## src/solc_consts.svh

```systemverilog
// Operation
// - B1h enters secured OTP mode region
// - C1h leaves OTP mode, main array
// - Reads and programs steer to OTP
// - Status and security writes refused in OTP
// - Locked OTP: only reads are valid
// - 2Bh returns security register repeatedly
// - Bit0 read-only factory lock indicator
// - 2Fh sets lock bit, no enable
// - Lock bit set: no more changes; here i_reset clears the lock bit
// - Security write needs byte-aligned deselect
// - No main array writes in OTP
// - Serial field 0-F, customer 10-1FF
`ifndef SOLC_CONSTS_SVH
`define SOLC_CONSTS_SVH
// ----------------------------------------
// Opcodes
// ----------------------------------------
`define SOLC_OP_ENTER 8'hb1
`define SOLC_OP_EXIT 8'hc1
`define SOLC_OP_RDSEC 8'h2b
`define SOLC_OP_WRSEC 8'h2f
`define SOLC_OP_WRSR1 8'h01
`define SOLC_OP_WRSR2 8'h31
`define SOLC_OP_PP 8'h02
`define SOLC_OP_SE 8'h20
`define SOLC_OP_BE32 8'h52
`define SOLC_OP_BE64 8'hd8
`define SOLC_OP_CE 8'hc7
// ----------------------------------------
// Fields and map
// ----------------------------------------
`define SOLC_BIT_FACT 0
`define SOLC_BIT_CUST 1
`define SOLC_SER_LAST 24'h00000f
`define SOLC_OTP_LAST 24'h0001ff
`define SOLC_BITS_BYTE 4'h8
`define SOLC_BYTE_LAST 4'h7
`define SOLC_ONE_BIT 4'h1
`define SOLC_ZERO_BYTE 8'h00
// ----------------------------------------
// Timing
// ----------------------------------------
`define SOLC_PUW_MS 10
`define SOLC_CLK_HZ 10000000
`define SOLC_PUW_CYC ((`SOLC_PUW_MS * `SOLC_CLK_HZ) / 1000)
`endif

```

## src/solc_pkg.sv

```systemverilog
package solc_pkg;
  // Command state of the serial front end
  typedef enum logic [1:0] {ST_OPC, ST_RDSEC, ST_WRSEC, ST_OTHER} solc_state_t;
  // Access steering result
  typedef struct packed {
    logic otp_sel;
    logic wr_allow;
    logic serial_area;
  } solc_steer_t;
endpackage : solc_pkg
```

## src/solc_otp_lock.sv

```systemverilog
`timescale 1ns/100ps
`include "solc_consts.svh"
module solc_otp_lock #(
  parameter int unsigned PUW_CYCLES = `SOLC_PUW_CYC
) (
  // Clock and reset
  input wire logic i_sys_clk,
  input wire logic i_reset,
  // Serial link pins
  input wire logic i_cs_n,
  input wire logic i_sclk,
  input wire logic i_mosi,
  output logic o_miso,
  output logic o_miso_oe,
  // Nonvolatile factory lock strap
  input wire logic i_factory_lock,
  // Access steering toward the array
  input wire logic [23:0] i_acc_addr,
  output solc_pkg::solc_steer_t o_steer,
  output logic o_otp_mode,
  output logic o_cust_lock,
  output logic o_opc_refused
);
  import solc_pkg::*;

  // ----------------------------------------
  // Pin synchronisers
  // ----------------------------------------
  // Three stage pipes; third and second agree
  logic [2:0] cs_s_r, sclk_s_r, mosi_s_r;
  logic cs_n_r, sclk_r, mosi_r;
  always_ff @(posedge i_sys_clk or posedge i_reset) begin
    if (i_reset) begin
      cs_s_r <= 3'h7;
      sclk_s_r <= 3'h0;
      mosi_s_r <= 3'h0;
    end else begin
      cs_s_r <= {cs_s_r[1:0], i_cs_n};
      sclk_s_r <= {sclk_s_r[1:0], i_sclk};
      mosi_s_r <= {mosi_s_r[1:0], i_mosi};
    end
  end

  // Filtered levels
  always_ff @(posedge i_sys_clk or posedge i_reset) begin
    if (i_reset) begin
      cs_n_r <= 1'b1;
      sclk_r <= 1'b0;
      mosi_r <= 1'b0;
    end else begin
      if (cs_s_r[1] == cs_s_r[2]) begin
        cs_n_r <= cs_s_r[2];
      end
      if (sclk_s_r[1] == sclk_s_r[2]) begin
        sclk_r <= sclk_s_r[2];
      end
      if (mosi_s_r[1] == mosi_s_r[2]) begin
        mosi_r <= mosi_s_r[2];
      end
    end
  end

  // Edge flags
  logic sclk_d_r, cs_d_r;
  always_ff @(posedge i_sys_clk or posedge i_reset) begin
    if (i_reset) begin
      sclk_d_r <= 1'b0;
      cs_d_r <= 1'b1;
    end else begin
      sclk_d_r <= sclk_r;
      cs_d_r <= cs_n_r;
    end
  end
  logic rise, fall, cs_end;
  assign rise = sclk_r & ~sclk_d_r & ~cs_n_r;
  assign fall = ~sclk_r & sclk_d_r & ~cs_n_r;
  assign cs_end = cs_n_r & ~cs_d_r;

  // ----------------------------------------
  // Power-up write wait
  // ----------------------------------------
  logic [23:0] puw_cnt_r;
  logic puw_done;
  always_ff @(posedge i_sys_clk or posedge i_reset) begin
    if (i_reset) begin
      puw_cnt_r <= 24'h000000;
    end else if (!puw_done) begin
      puw_cnt_r <= puw_cnt_r + 24'h000001;
    end
  end
  assign puw_done = (puw_cnt_r >= PUW_CYCLES[23:0]);

  // ----------------------------------------
  // Shift and command state
  // ----------------------------------------
  solc_state_t state_r;
  logic [7:0] shift_r;
  logic [3:0] bit_cnt_r;
  logic [7:0] wr_data_r;
  logic wr_full_r;
  logic [7:0] sec_byte;
  logic factory_r, cust_lock_r, otp_mode_r;

  // Security register image
  assign sec_byte = {6'h00, cust_lock_r, factory_r};

  // Is the command refused in the current condition
  function automatic logic refused(input logic [7:0] op, input logic otp, input logic lk);
    logic wr_sr, modify;
    wr_sr = (op == `SOLC_OP_WRSR1) || (op == `SOLC_OP_WRSR2) || (op == `SOLC_OP_WRSEC);
    modify = (op == `SOLC_OP_PP) || (op == `SOLC_OP_SE) || (op == `SOLC_OP_BE32) ||
             (op == `SOLC_OP_BE64) || (op == `SOLC_OP_CE);
    refused = (otp && wr_sr) || (otp && lk && modify);
  endfunction : refused

  logic [7:0] opc_nxt;
  assign opc_nxt = {shift_r[6:0], mosi_r};

  // Bit counter and shifter
  always_ff @(posedge i_sys_clk or posedge i_reset) begin
    if (i_reset) begin
      shift_r <= `SOLC_ZERO_BYTE;
      bit_cnt_r <= 4'h0;
    end else if (cs_n_r) begin
      bit_cnt_r <= 4'h0;
    end else if (rise) begin
      shift_r <= opc_nxt;
      bit_cnt_r <= (bit_cnt_r == `SOLC_BITS_BYTE) ? `SOLC_ONE_BIT : bit_cnt_r + 4'h1;
    end
  end

  // Eighth bit of every byte; the wrap to one is the first bit of the next byte
  logic byte_done;
  assign byte_done = rise && (bit_cnt_r == `SOLC_BYTE_LAST);

  // Command decode
  always_ff @(posedge i_sys_clk or posedge i_reset) begin
    if (i_reset) begin
      state_r <= ST_OPC;
    end else if (cs_n_r) begin
      state_r <= ST_OPC;
    end else if (byte_done && state_r == ST_OPC) begin
      case (opc_nxt)
        `SOLC_OP_RDSEC: state_r <= ST_RDSEC;
        `SOLC_OP_WRSEC: state_r <= otp_mode_r ? ST_OTHER : ST_WRSEC;
        default: state_r <= ST_OTHER;
      endcase
    end
  end

  // Refusal flag
  always_ff @(posedge i_sys_clk or posedge i_reset) begin
    if (i_reset) begin
      o_opc_refused <= 1'b0;
    end else if (byte_done && state_r == ST_OPC) begin
      o_opc_refused <= refused(opc_nxt, otp_mode_r, cust_lock_r | factory_r);
    end
  end

  // Data byte of the security write; last whole byte kept
  always_ff @(posedge i_sys_clk or posedge i_reset) begin
    if (i_reset) begin
      wr_data_r <= `SOLC_ZERO_BYTE;
      wr_full_r <= 1'b0;
    end else if (cs_n_r) begin
      wr_full_r <= 1'b0;
    end else if (byte_done && state_r == ST_WRSEC) begin
      wr_data_r <= opc_nxt;
      wr_full_r <= 1'b1;
    end
  end

  // ----------------------------------------
  // Mode and lock state
  // ----------------------------------------
  // Strap sampled on every clock after reset release
  always_ff @(posedge i_sys_clk or posedge i_reset) begin
    if (i_reset) begin
      factory_r <= 1'b0;
    end else begin
      factory_r <= i_factory_lock;
    end
  end

  // OTP mode flag, cleared by reset
  always_ff @(posedge i_sys_clk or posedge i_reset) begin
    if (i_reset) begin
      otp_mode_r <= 1'b0;
    end else if (byte_done && state_r == ST_OPC) begin
      if (opc_nxt == `SOLC_OP_ENTER) begin
        otp_mode_r <= 1'b1;
      end else if (opc_nxt == `SOLC_OP_EXIT) begin
        otp_mode_r <= 1'b0;
      end
    end
  end

  // Customer lock bit; cleared only by reset, set at deselect
  always_ff @(posedge i_sys_clk or posedge i_reset) begin
    if (i_reset) begin
      cust_lock_r <= 1'b0;
    end else if (cs_end && state_r == ST_WRSEC && wr_full_r && bit_cnt_r == `SOLC_BITS_BYTE
                 && puw_done && !cust_lock_r) begin
      cust_lock_r <= wr_data_r[`SOLC_BIT_CUST];
    end
  end

  // ----------------------------------------
  // Output data
  // ----------------------------------------
  // Security byte shifted out MSB first on falling edges, repeating
  logic [2:0] out_idx_r;
  always_ff @(posedge i_sys_clk or posedge i_reset) begin
    if (i_reset) begin
      out_idx_r <= 3'h7;
      o_miso <= 1'b0;
      o_miso_oe <= 1'b0;
    end else if (cs_n_r || state_r != ST_RDSEC) begin
      out_idx_r <= 3'h7;
      o_miso_oe <= 1'b0;
      o_miso <= 1'b0;
    end else if (fall) begin
      o_miso <= sec_byte[out_idx_r];
      o_miso_oe <= 1'b1;
      out_idx_r <= out_idx_r - 3'h1;
    end
  end

  // ----------------------------------------
  // Steering
  // ----------------------------------------
  always_ff @(posedge i_sys_clk or posedge i_reset) begin
    if (i_reset) begin
      o_steer <= '0;
      o_otp_mode <= 1'b0;
      o_cust_lock <= 1'b0;
    end else begin
      o_steer.otp_sel <= otp_mode_r && (i_acc_addr <= `SOLC_OTP_LAST);
      o_steer.wr_allow <= puw_done && !otp_mode_r ? 1'b1 :
                          (puw_done && !(cust_lock_r | factory_r) && (i_acc_addr <= `SOLC_OTP_LAST));
      o_steer.serial_area <= otp_mode_r && (i_acc_addr <= `SOLC_SER_LAST);
      o_otp_mode <= otp_mode_r;
      o_cust_lock <= cust_lock_r;
    end
  end

  // ----------------------------------------
  // Checks
  // ----------------------------------------
  a_lock_sticky: assert property (@(posedge i_sys_clk) disable iff (i_reset)
    $past(cust_lock_r) |-> cust_lock_r) else $error("lock bit cleared");
  a_otp_nowrite_main: assert property (@(posedge i_sys_clk) disable iff (i_reset)
    (o_otp_mode && o_steer.wr_allow) |-> o_steer.otp_sel) else $error("main write in OTP mode");
  a_enter_mode: assert property (@(posedge i_sys_clk) disable iff (i_reset)
    (byte_done && state_r == ST_OPC && opc_nxt == `SOLC_OP_ENTER) |=> otp_mode_r) else $error("no enter");
  a_exit_mode: assert property (@(posedge i_sys_clk) disable iff (i_reset)
    (byte_done && state_r == ST_OPC && opc_nxt == `SOLC_OP_EXIT) |=> !otp_mode_r) else $error("no exit");
  a_wrsec_refused: assert property (@(posedge i_sys_clk) disable iff (i_reset)
    (byte_done && state_r == ST_OPC && otp_mode_r) |=> state_r != ST_WRSEC) else $error("wrsec in OTP");
  a_miso_only_rd: assert property (@(posedge i_sys_clk) disable iff (i_reset)
    o_miso_oe |-> $past(state_r == ST_RDSEC)) else $error("miso driven outside read");
  a_lock_needs_byte: assert property (@(posedge i_sys_clk) disable iff (i_reset)
    $rose(cust_lock_r) |-> $past(cs_end && bit_cnt_r == `SOLC_BITS_BYTE)) else $error("unaligned lock");
  a_locked_refuse: assert property (@(posedge i_sys_clk) disable iff (i_reset)
    (byte_done && state_r == ST_OPC && otp_mode_r && cust_lock_r && opc_nxt == `SOLC_OP_PP)
    |=> o_opc_refused) else $error("locked program accepted");
  c_enter: cover property (@(posedge i_sys_clk) $rose(otp_mode_r));
  c_lock: cover property (@(posedge i_sys_clk) $rose(cust_lock_r));
  c_read: cover property (@(posedge i_sys_clk) $rose(o_miso_oe));
endmodule : solc_otp_lock

```

## config.mk

```make
export PLATFORM = sky130hd
export DESIGN_NAME = solc_otp_lock
export DESIGN_NICKNAME = d
export VERILOG_FILES = /design/src/solc_pkg.sv /design/src/solc_otp_lock.sv
export VERILOG_INCLUDE_DIRS = /design/src
export SDC_FILE = /design/constraint.sdc
export NUM_CORES = 1
export LEC_CHECK = 0
export BUFFER_PORTS_ARGS = -buffer_cell sky130_fd_sc_hd__buf_4
export CELL_PAD_IN_SITES_DETAIL_PLACEMENT = 1
export CELL_PAD_IN_SITES_GLOBAL_PLACEMENT = 1
export CORE_UTILIZATION = 45
export CTS_CLUSTER_DIAMETER = 120
export DETAILED_ROUTE_END_ITERATION = 8
export PLACE_DENSITY_LB_ADDON = 0.08
export SLEW_MARGIN = 10
export SYNTH_ARGS = -nofsm -noshare
export SYNTH_HDL_FRONTEND = slang
export SYNTH_SLANG_ARGS = --single-unit
```

## constraint.sdc

```tcl
create_clock -name i_sys_clk -period 2.1 [get_ports i_sys_clk]
set_clock_uncertainty 0.1 [all_clocks]
set_input_delay 0.105 -clock i_sys_clk [delete_from_list [all_inputs] [get_ports i_sys_clk]]
set_output_delay 0.105 -clock i_sys_clk [all_outputs]
set_load 0.1 [all_outputs]
```

==> flow_metrics.tcl, run 1 <==
set metrics [dict create \
    critPathKind "in -> reg" \
    dpl.hpwl_um 3890 \
    synth-seq-cells 67 \
    setup_viol_count_final 0 \
    die_w_um 82.0 \
    grt_usage_pct 20.3 \
    crit_slowest_cell "dlygate4sd3_1" \
    drt-wirelength-per-cell_um 15.6 \
    cts_max_path_buffers 2 \
    clk_pin_slew_ps 70 \
    routed_wirelength_um 5920 \
    start_util_pct 47.5 \
    p_switching_mw 0.766 \
    cts_tree "yes" \
    yosysSeqAreaShare_pct 58.6 \
    worst-path-buf-inv 3 \
    fmax_mhz 546 \
    path_max_fanout 3 \
    swShare_pct 25.7 \
    endpoint_kind "register" \
    drc 0 \
    die_area_um2 6720 \
    power_density_nw_per_um2 856 \
    worst_slack_ps 267 \
    period_needed_ps 1830 \
    syn-num-nets 293 \
    antenna_cells 0 \
    setup_tns_ps 0 \
    vias 2027 \
    grt-ovfl-total 0 \
    finalPower_mw 2.98 \
    cts_made_buffers 9 \
    worst-path-stages 6 \
    clkPwrFrac_pct 38.1 \
    utilization_pct 57.5 \
    multi_input_area_um2 1060 \
    portBuffers 33 \
    worstSkewPairLatency_ps 330 \
    wl_met3_um 151 \
    tightest_slew_ps 453 \
    clock-root-buffer "clkbuf_8" \
    seqCellArea_um2 1690 \
    status "complete, no violations" \
    path_cells "dlygate4sd3_1, buf_4, nor4_1, nand4_1, nor4_1, dlygate4sd3_1" \
    area_delta_synth_final_pct 21.1 \
    yosysWarningCount 0 \
    antenna_found_initial 0 \
    syn-mean-instance-area_um2 11.2 \
    power_frac_seq_pct 51.6 \
    drt-met1-wl_um 2740 \
    slew_violations 0 \
    grt_pass1_wl_um 10000 \
    critical-path-max-stage-delay_ps 580 \
    drive_above_1_share_pct 23.0 \
    fillers 648 \
    fin_crit_sh_pct 87.3 \
    cp.arrival_ps 2000 \
    htree_levels 3 \
    startpoint_type "input pin" \
    synthCells 258 \
    clock-sinks 67 \
    p_int_mw 2.22 \
    rrSetupSlack_ps 290 \
    ant_nets 0 \
    holdWs_ps 157 \
    critPathTopFamily "buffers and inverters" \
    core_area_um2 6060 \
    routed.top_layer "met4" \
    rows 28 \
    pwr-share-comb_pct 10.3 \
    synthDistinctLibCells 43 \
    ios 38 \
    slew_headroom_pct 69.7 \
    grt_max_degree 68 \
    holdPathStages 5 \
    critical_path_required_ps 2270 \
    final_nets 334 \
    dpl_worst_slack_ps 324 \
    p_leak_nw 1.59 \
    viasPerCell 5.35 \
    peakVddDrop_mv 0.509 \
    synth_area_um2 2880 \
    rsz0062_at_grt "false" \
    hold_path.class "in -> reg" \
    grt_pass1_vias 2125 \
    die_h_um 82.0 \
    drt_first_pass_iters 4 \
    drv_cap 0 \
    hold_viol 0 \
    drt-initial-drc-count 74 \
    wl_met2_um 3010 \
    ff2ff_path_depth 5 \
    routabilityCongestion 0.774 \
]
-- area by class of cell --
class                      instances  area share [%]
clock buffer                      11            3.77
clock inverter                     5            2.23
inverter                          15            1.62
multi-input combinational        160            30.4
sequential                        67            48.4
tap                               75            2.69
timing repair buffer              46            10.9
-- path summary, 6_finish.rpt --
path | startpoint | end
max | i_acc_addr[9] | o_steer[0]$_DFF_PP0_
min | i_acc_addr[14] | o_steer[1]$_DFF_PP0_
max reg2reg | shift_r[0]$_DFFE_PP0P_ | o_opc_refused$_DFFE_PP0P_
min reg2reg | sclk_s_r[0]$_DFF_PP0_ | sclk_s_r[1]$_DFF_PP0_
max in group asynchronous | i_reset | out_idx_r[2]$_DFFE_PP1P_
min in group asynchronous | i_reset | puw_cnt_r[0]$_DFFE_PP0N_
-- cell families after synthesis --
family / Yosys count / synth area share, %
XOR/XNOR: 16 / 4.87
multiplexers: 8 / 3.22
adder cells (fa/ha/maj): 8 / 3.22
buffers and inverters: 31 / 4.61
AO/OA/AOI/OAI: 34 / 7.13
flip-flops: 67 / 58.6
AND/OR/NAND/NOR: 94 / 18.3
-- worst register-to-register path: cells and delay by family (launching register included) --
kind             cells  cell delay, ps
AO/OA/AOI/OAI        3             380
flip-flops           1             520
AND/OR/NAND/NOR      2             740
-- power groups by stage --
stage	sequential (mW)	clock [mW]	combinational (mW)
floorplan	1.46	0	0.283
global placement	1.55	0	0.285
detailed placement	1.56	0	0.297
CTS	1.54	1.17	0.311
global route	1.56	1.22	0.345
finish	1.54	1.14	0.306
-- layer usage --
layer	track usage [%]	up-vias
met5	0	-
met4	5.79	0
met3	5.78	3
met2	33.9	22
met1	25.4	1016
li1	-	986
-- sequential cells by signal, summed over array words and instances (netlist names), 2 cells and up --
register,count
puw_cnt_r,24
state_r,2
mosi_s_r,3
out_idx_r,3
cs_s_r,3
sclk_s_r,3
bit_cnt_r,4
o_steer,3
shift_r,7
-- cells in the final DEF, fill, tap and decap left out, drive strengths merged, types with 4 or more instances in the layout --
cell         count
buf             37
inv             15
dlygate4sd3      9
nor4             7
xnor2           16
nand3            8
dfstp            8
and2             4
nand2           17
a21oi            8
nor2            15
o21ai           14
mux2             7
nor3             6
ha               5
nand4           10
clkbuf          11
and3             9
dfrtp           59
-- per-stage QoR --
stage	instances	area, um^2
detailed placement	354	3190
CTS	379	3480
global route	379	3480
global placement	354	3190
floorplan	258	2880
finish	379	3480
-- what timing repair did --
item,in CTS,in global routing
endpoints found under the hold margin,65,0
hold buffers,9,0
endpoints found under the setup margin,0,0
resized for setup,0,0
setup buffers,0,0
-- cell usage after synthesis (all sizes together) --
cell | number | share of area, %
nand3 | 8 | 1.4
mux2i | 1 | 0.35
nand2b | 2 | 0.43
nor3b | 1 | 0.65
and3 | 9 | 2.0
nor3 | 6 | 1.0
dfstp | 8 | 7.3
o21a | 1 | 0.26
clkbuf | 11 | 1.5
or3 | 2 | 0.43
o311ai | 1 | 0.30
inv | 15 | 2.0
o211ai | 3 | 0.78
and4 | 2 | 0.61
nor4b | 1 | 0.30
a21oi | 8 | 1.4
ha | 5 | 2.2
o41ai | 1 | 0.30
nor2b | 3 | 0.65
xnor2 | 16 | 4.9
and2 | 4 | 0.96
maj3 | 3 | 1.0
or4b | 1 | 0.35
dfrtp | 59 | 51
nand4b | 3 | 0.91
o21ai | 14 | 2.4
or4 | 3 | 0.78
buf | 5 | 1.2
nand2 | 17 | 2.2
a22oi | 1 | 0.26
mux2 | 7 | 2.9
nand4 | 10 | 2.2
nor4 | 7 | 1.5
a31oi | 2 | 0.43
a2111oi | 1 | 0.30
nor2 | 15 | 2.0
a41o | 1 | 0.35
o2bb2ai | 1 | 0.30
No activity file was read; power rests on OpenSTA's default activity.
==> run 2, diff against run 1 <==
- CTS_CLUSTER_DIAMETER: 120 -> not set
- clock period: 2.1 -> 2 ns (I/O delays scaled with it)
==> flow_metrics.tcl, run 2 (synthesis gave the netlist of run 1 again) <==
set metrics [dict create \
    die_area_um2 6720 \
    final_common_cell "dfrtp_1" \
    ios 38 \
    fmax_mhz 557 \
    status "complete, no violations" \
    dpl.hpwl_um 3900 \
    ant_nets 0 \
    routabilityCongestion 0.768 \
    worstSkewPairLatency_ps 340 \
    rrSetupSlack_ps 210 \
    finalPower_mw 2.86 \
    drt-wirelength-per-cell_um 15.1 \
    drt-initial-drc-count 114 \
    antenna_cells 0 \
    reg_top3 "puw_cnt_r: 24 flops, shift_r: 7 flops, bit_cnt_r: 4 flops" \
    clock-sinks 67 \
    r2r_start "puw_cnt_r[4]$_DFFE_PP0N_" \
    drive_above_1_share_pct 23.4 \
    die_w_um 82.0 \
    peakVddDrop_mv 0.576 \
    startpoint "puw_cnt_r[4]$_DFFE_PP0N_" \
    viasPerCell 5.30 \
    max_flop_register "puw_cnt_r" \
    holdWs_ps 120 \
    p_leak_nw 1.57 \
    drt_first_pass_iters 4 \
    final_nets 334 \
    hold_path.class "in -> reg" \
    power_density_nw_per_um2 828 \
    routed_wirelength_um 5740 \
    cp.arrival_ps 1920 \
    setup_viol_count_final 0 \
    cp-endpoint "puw_cnt_r[15]$_DFFE_PP0N_" \
    endpoint_kind "register" \
    period_needed_ps 1790 \
    ff2ff_path_depth 5 \
    slew_headroom_pct 64.6 \
    fin_crit_sh_pct 89.7 \
    vias 2010 \
    post-cts-setup-buffer-count 0 \
    antenna_found_initial 0 \
    rows 28 \
    area_delta_synth_final_pct 20.1 \
    rsz0062_at_grt "false" \
    path_max_fanout 4 \
    largest_reg_flops 24 \
    critical_path_required_ps 2130 \
    critPathKind "reg -> reg" \
    tightest_slew_ps 531 \
    cts_made_buffers 9 \
    die_h_um 82.0 \
    clk_pin_slew_ps 70 \
    slew_violations 0 \
    startpoint_type "register" \
    regToRegEndpoint "puw_cnt_r[15]$_DFFE_PP0N_" \
    drv_cap 0 \
    utilization_pct 57.0 \
    grt_pass1_wl_um 9530 \
    layout_common_cells "59 x dfrtp_1, 35 x buf_4, 17 x nand2_1, 16 x xnor2_1, 15 x nor2_1" \
    hold_viol 0 \
    cts_max_path_buffers 2 \
    grt_max_degree 68 \
    grt-ovfl-total 0 \
    grt_pass1_vias 2036 \
    dp.cells 354 \
    cts_tree "yes" \
    grt_usage_pct 19.4 \
    stdcell_count 379 \
    drc 0 \
    core_area_um2 6060 \
    clock-root-buffer "clkbuf_8" \
    htree_levels 3 \
    setup_tns_ps 0 \
    portBuffers 33 \
    start_util_pct 47.5 \
]
run 2: changes by cell type in the layout (fill, tap and decap cells not counted), sizes merged:
cell	delta
clkinv	+2
bufinv	-2
run 2: metal layers:
metal / vias to the layer above / part of all wire, % / track usage [%] / wire, um
met5: - / 0 / 0 / 0
met4: 0 / 1.1 / 6.32 / 63
met3: 8 / 3.2 / 6.67 / 186
met2: 23 / 48 / 31.4 / 2750
met1: 997 / 48 / 24.1 / 2740
li1: 982 / - / - / -
run 2: how the worst min path moves through the flow:
stage              startpoint                      to  slack (ps)  depth (start not counted)
3_3_place_gp          i_reset  shift_r[2]$_DFFE_PP0P_         110                          3
4_1_cts        i_acc_addr[17]    o_steer[1]$_DFF_PP0_         100                          5
3_5_place_dp          i_reset  shift_r[3]$_DFFE_PP0P_         110                          3
6_report       i_acc_addr[17]    o_steer[1]$_DFF_PP0_         120                          5
2_1_floorplan          i_cs_n     cs_s_r[0]$_DFF_PP1_           4                          0
5_1_grt        i_acc_addr[17]    o_steer[1]$_DFF_PP0_         160                          5
run 2: power breakdown:
part	switching [mW]	internal, mW
clock	0.496	0.446
sequential	0.151	1.45
combinational	0.140	0.178
total	0.787	2.07
run 2: final cells by class:
class	count	area, um^2
clock buffer	11	131
multi-input combinational	160	1060
sequential	67	1690
timing repair buffer	46	393
tap	75	93.8
inverter	15	56.3
clock inverter	5	31.3
fill	667	2600
run 2: worst max-delay path, cell delays in order (launching register included):
cell	delay, ps
dfrtp_1	410
nand3_1	150
nor3_1	450
and4_1	290
nand4_1	120
xnor2_1	160
run 2: timing repair:
action	in CTS	in global routing
endpoints found under the hold margin	65	0
hold buffers	9	0
resized for setup	0	1
setup endpoints to repair	0	1
run 2: metrics by stage:
| step | area (um^2) | worst slack (ps) |
|---|---|---|
| 2_1_floorplan | 2880 | 130 |
| 3_3_place_gp | 3200 | 258 |
| 3_5_place_dp | 3200 | 239 |
| 4_1_cts | 3450 | 145 |
| 5_1_grt | 3460 | 30.2 |
| 6_report | 3460 | 206 |
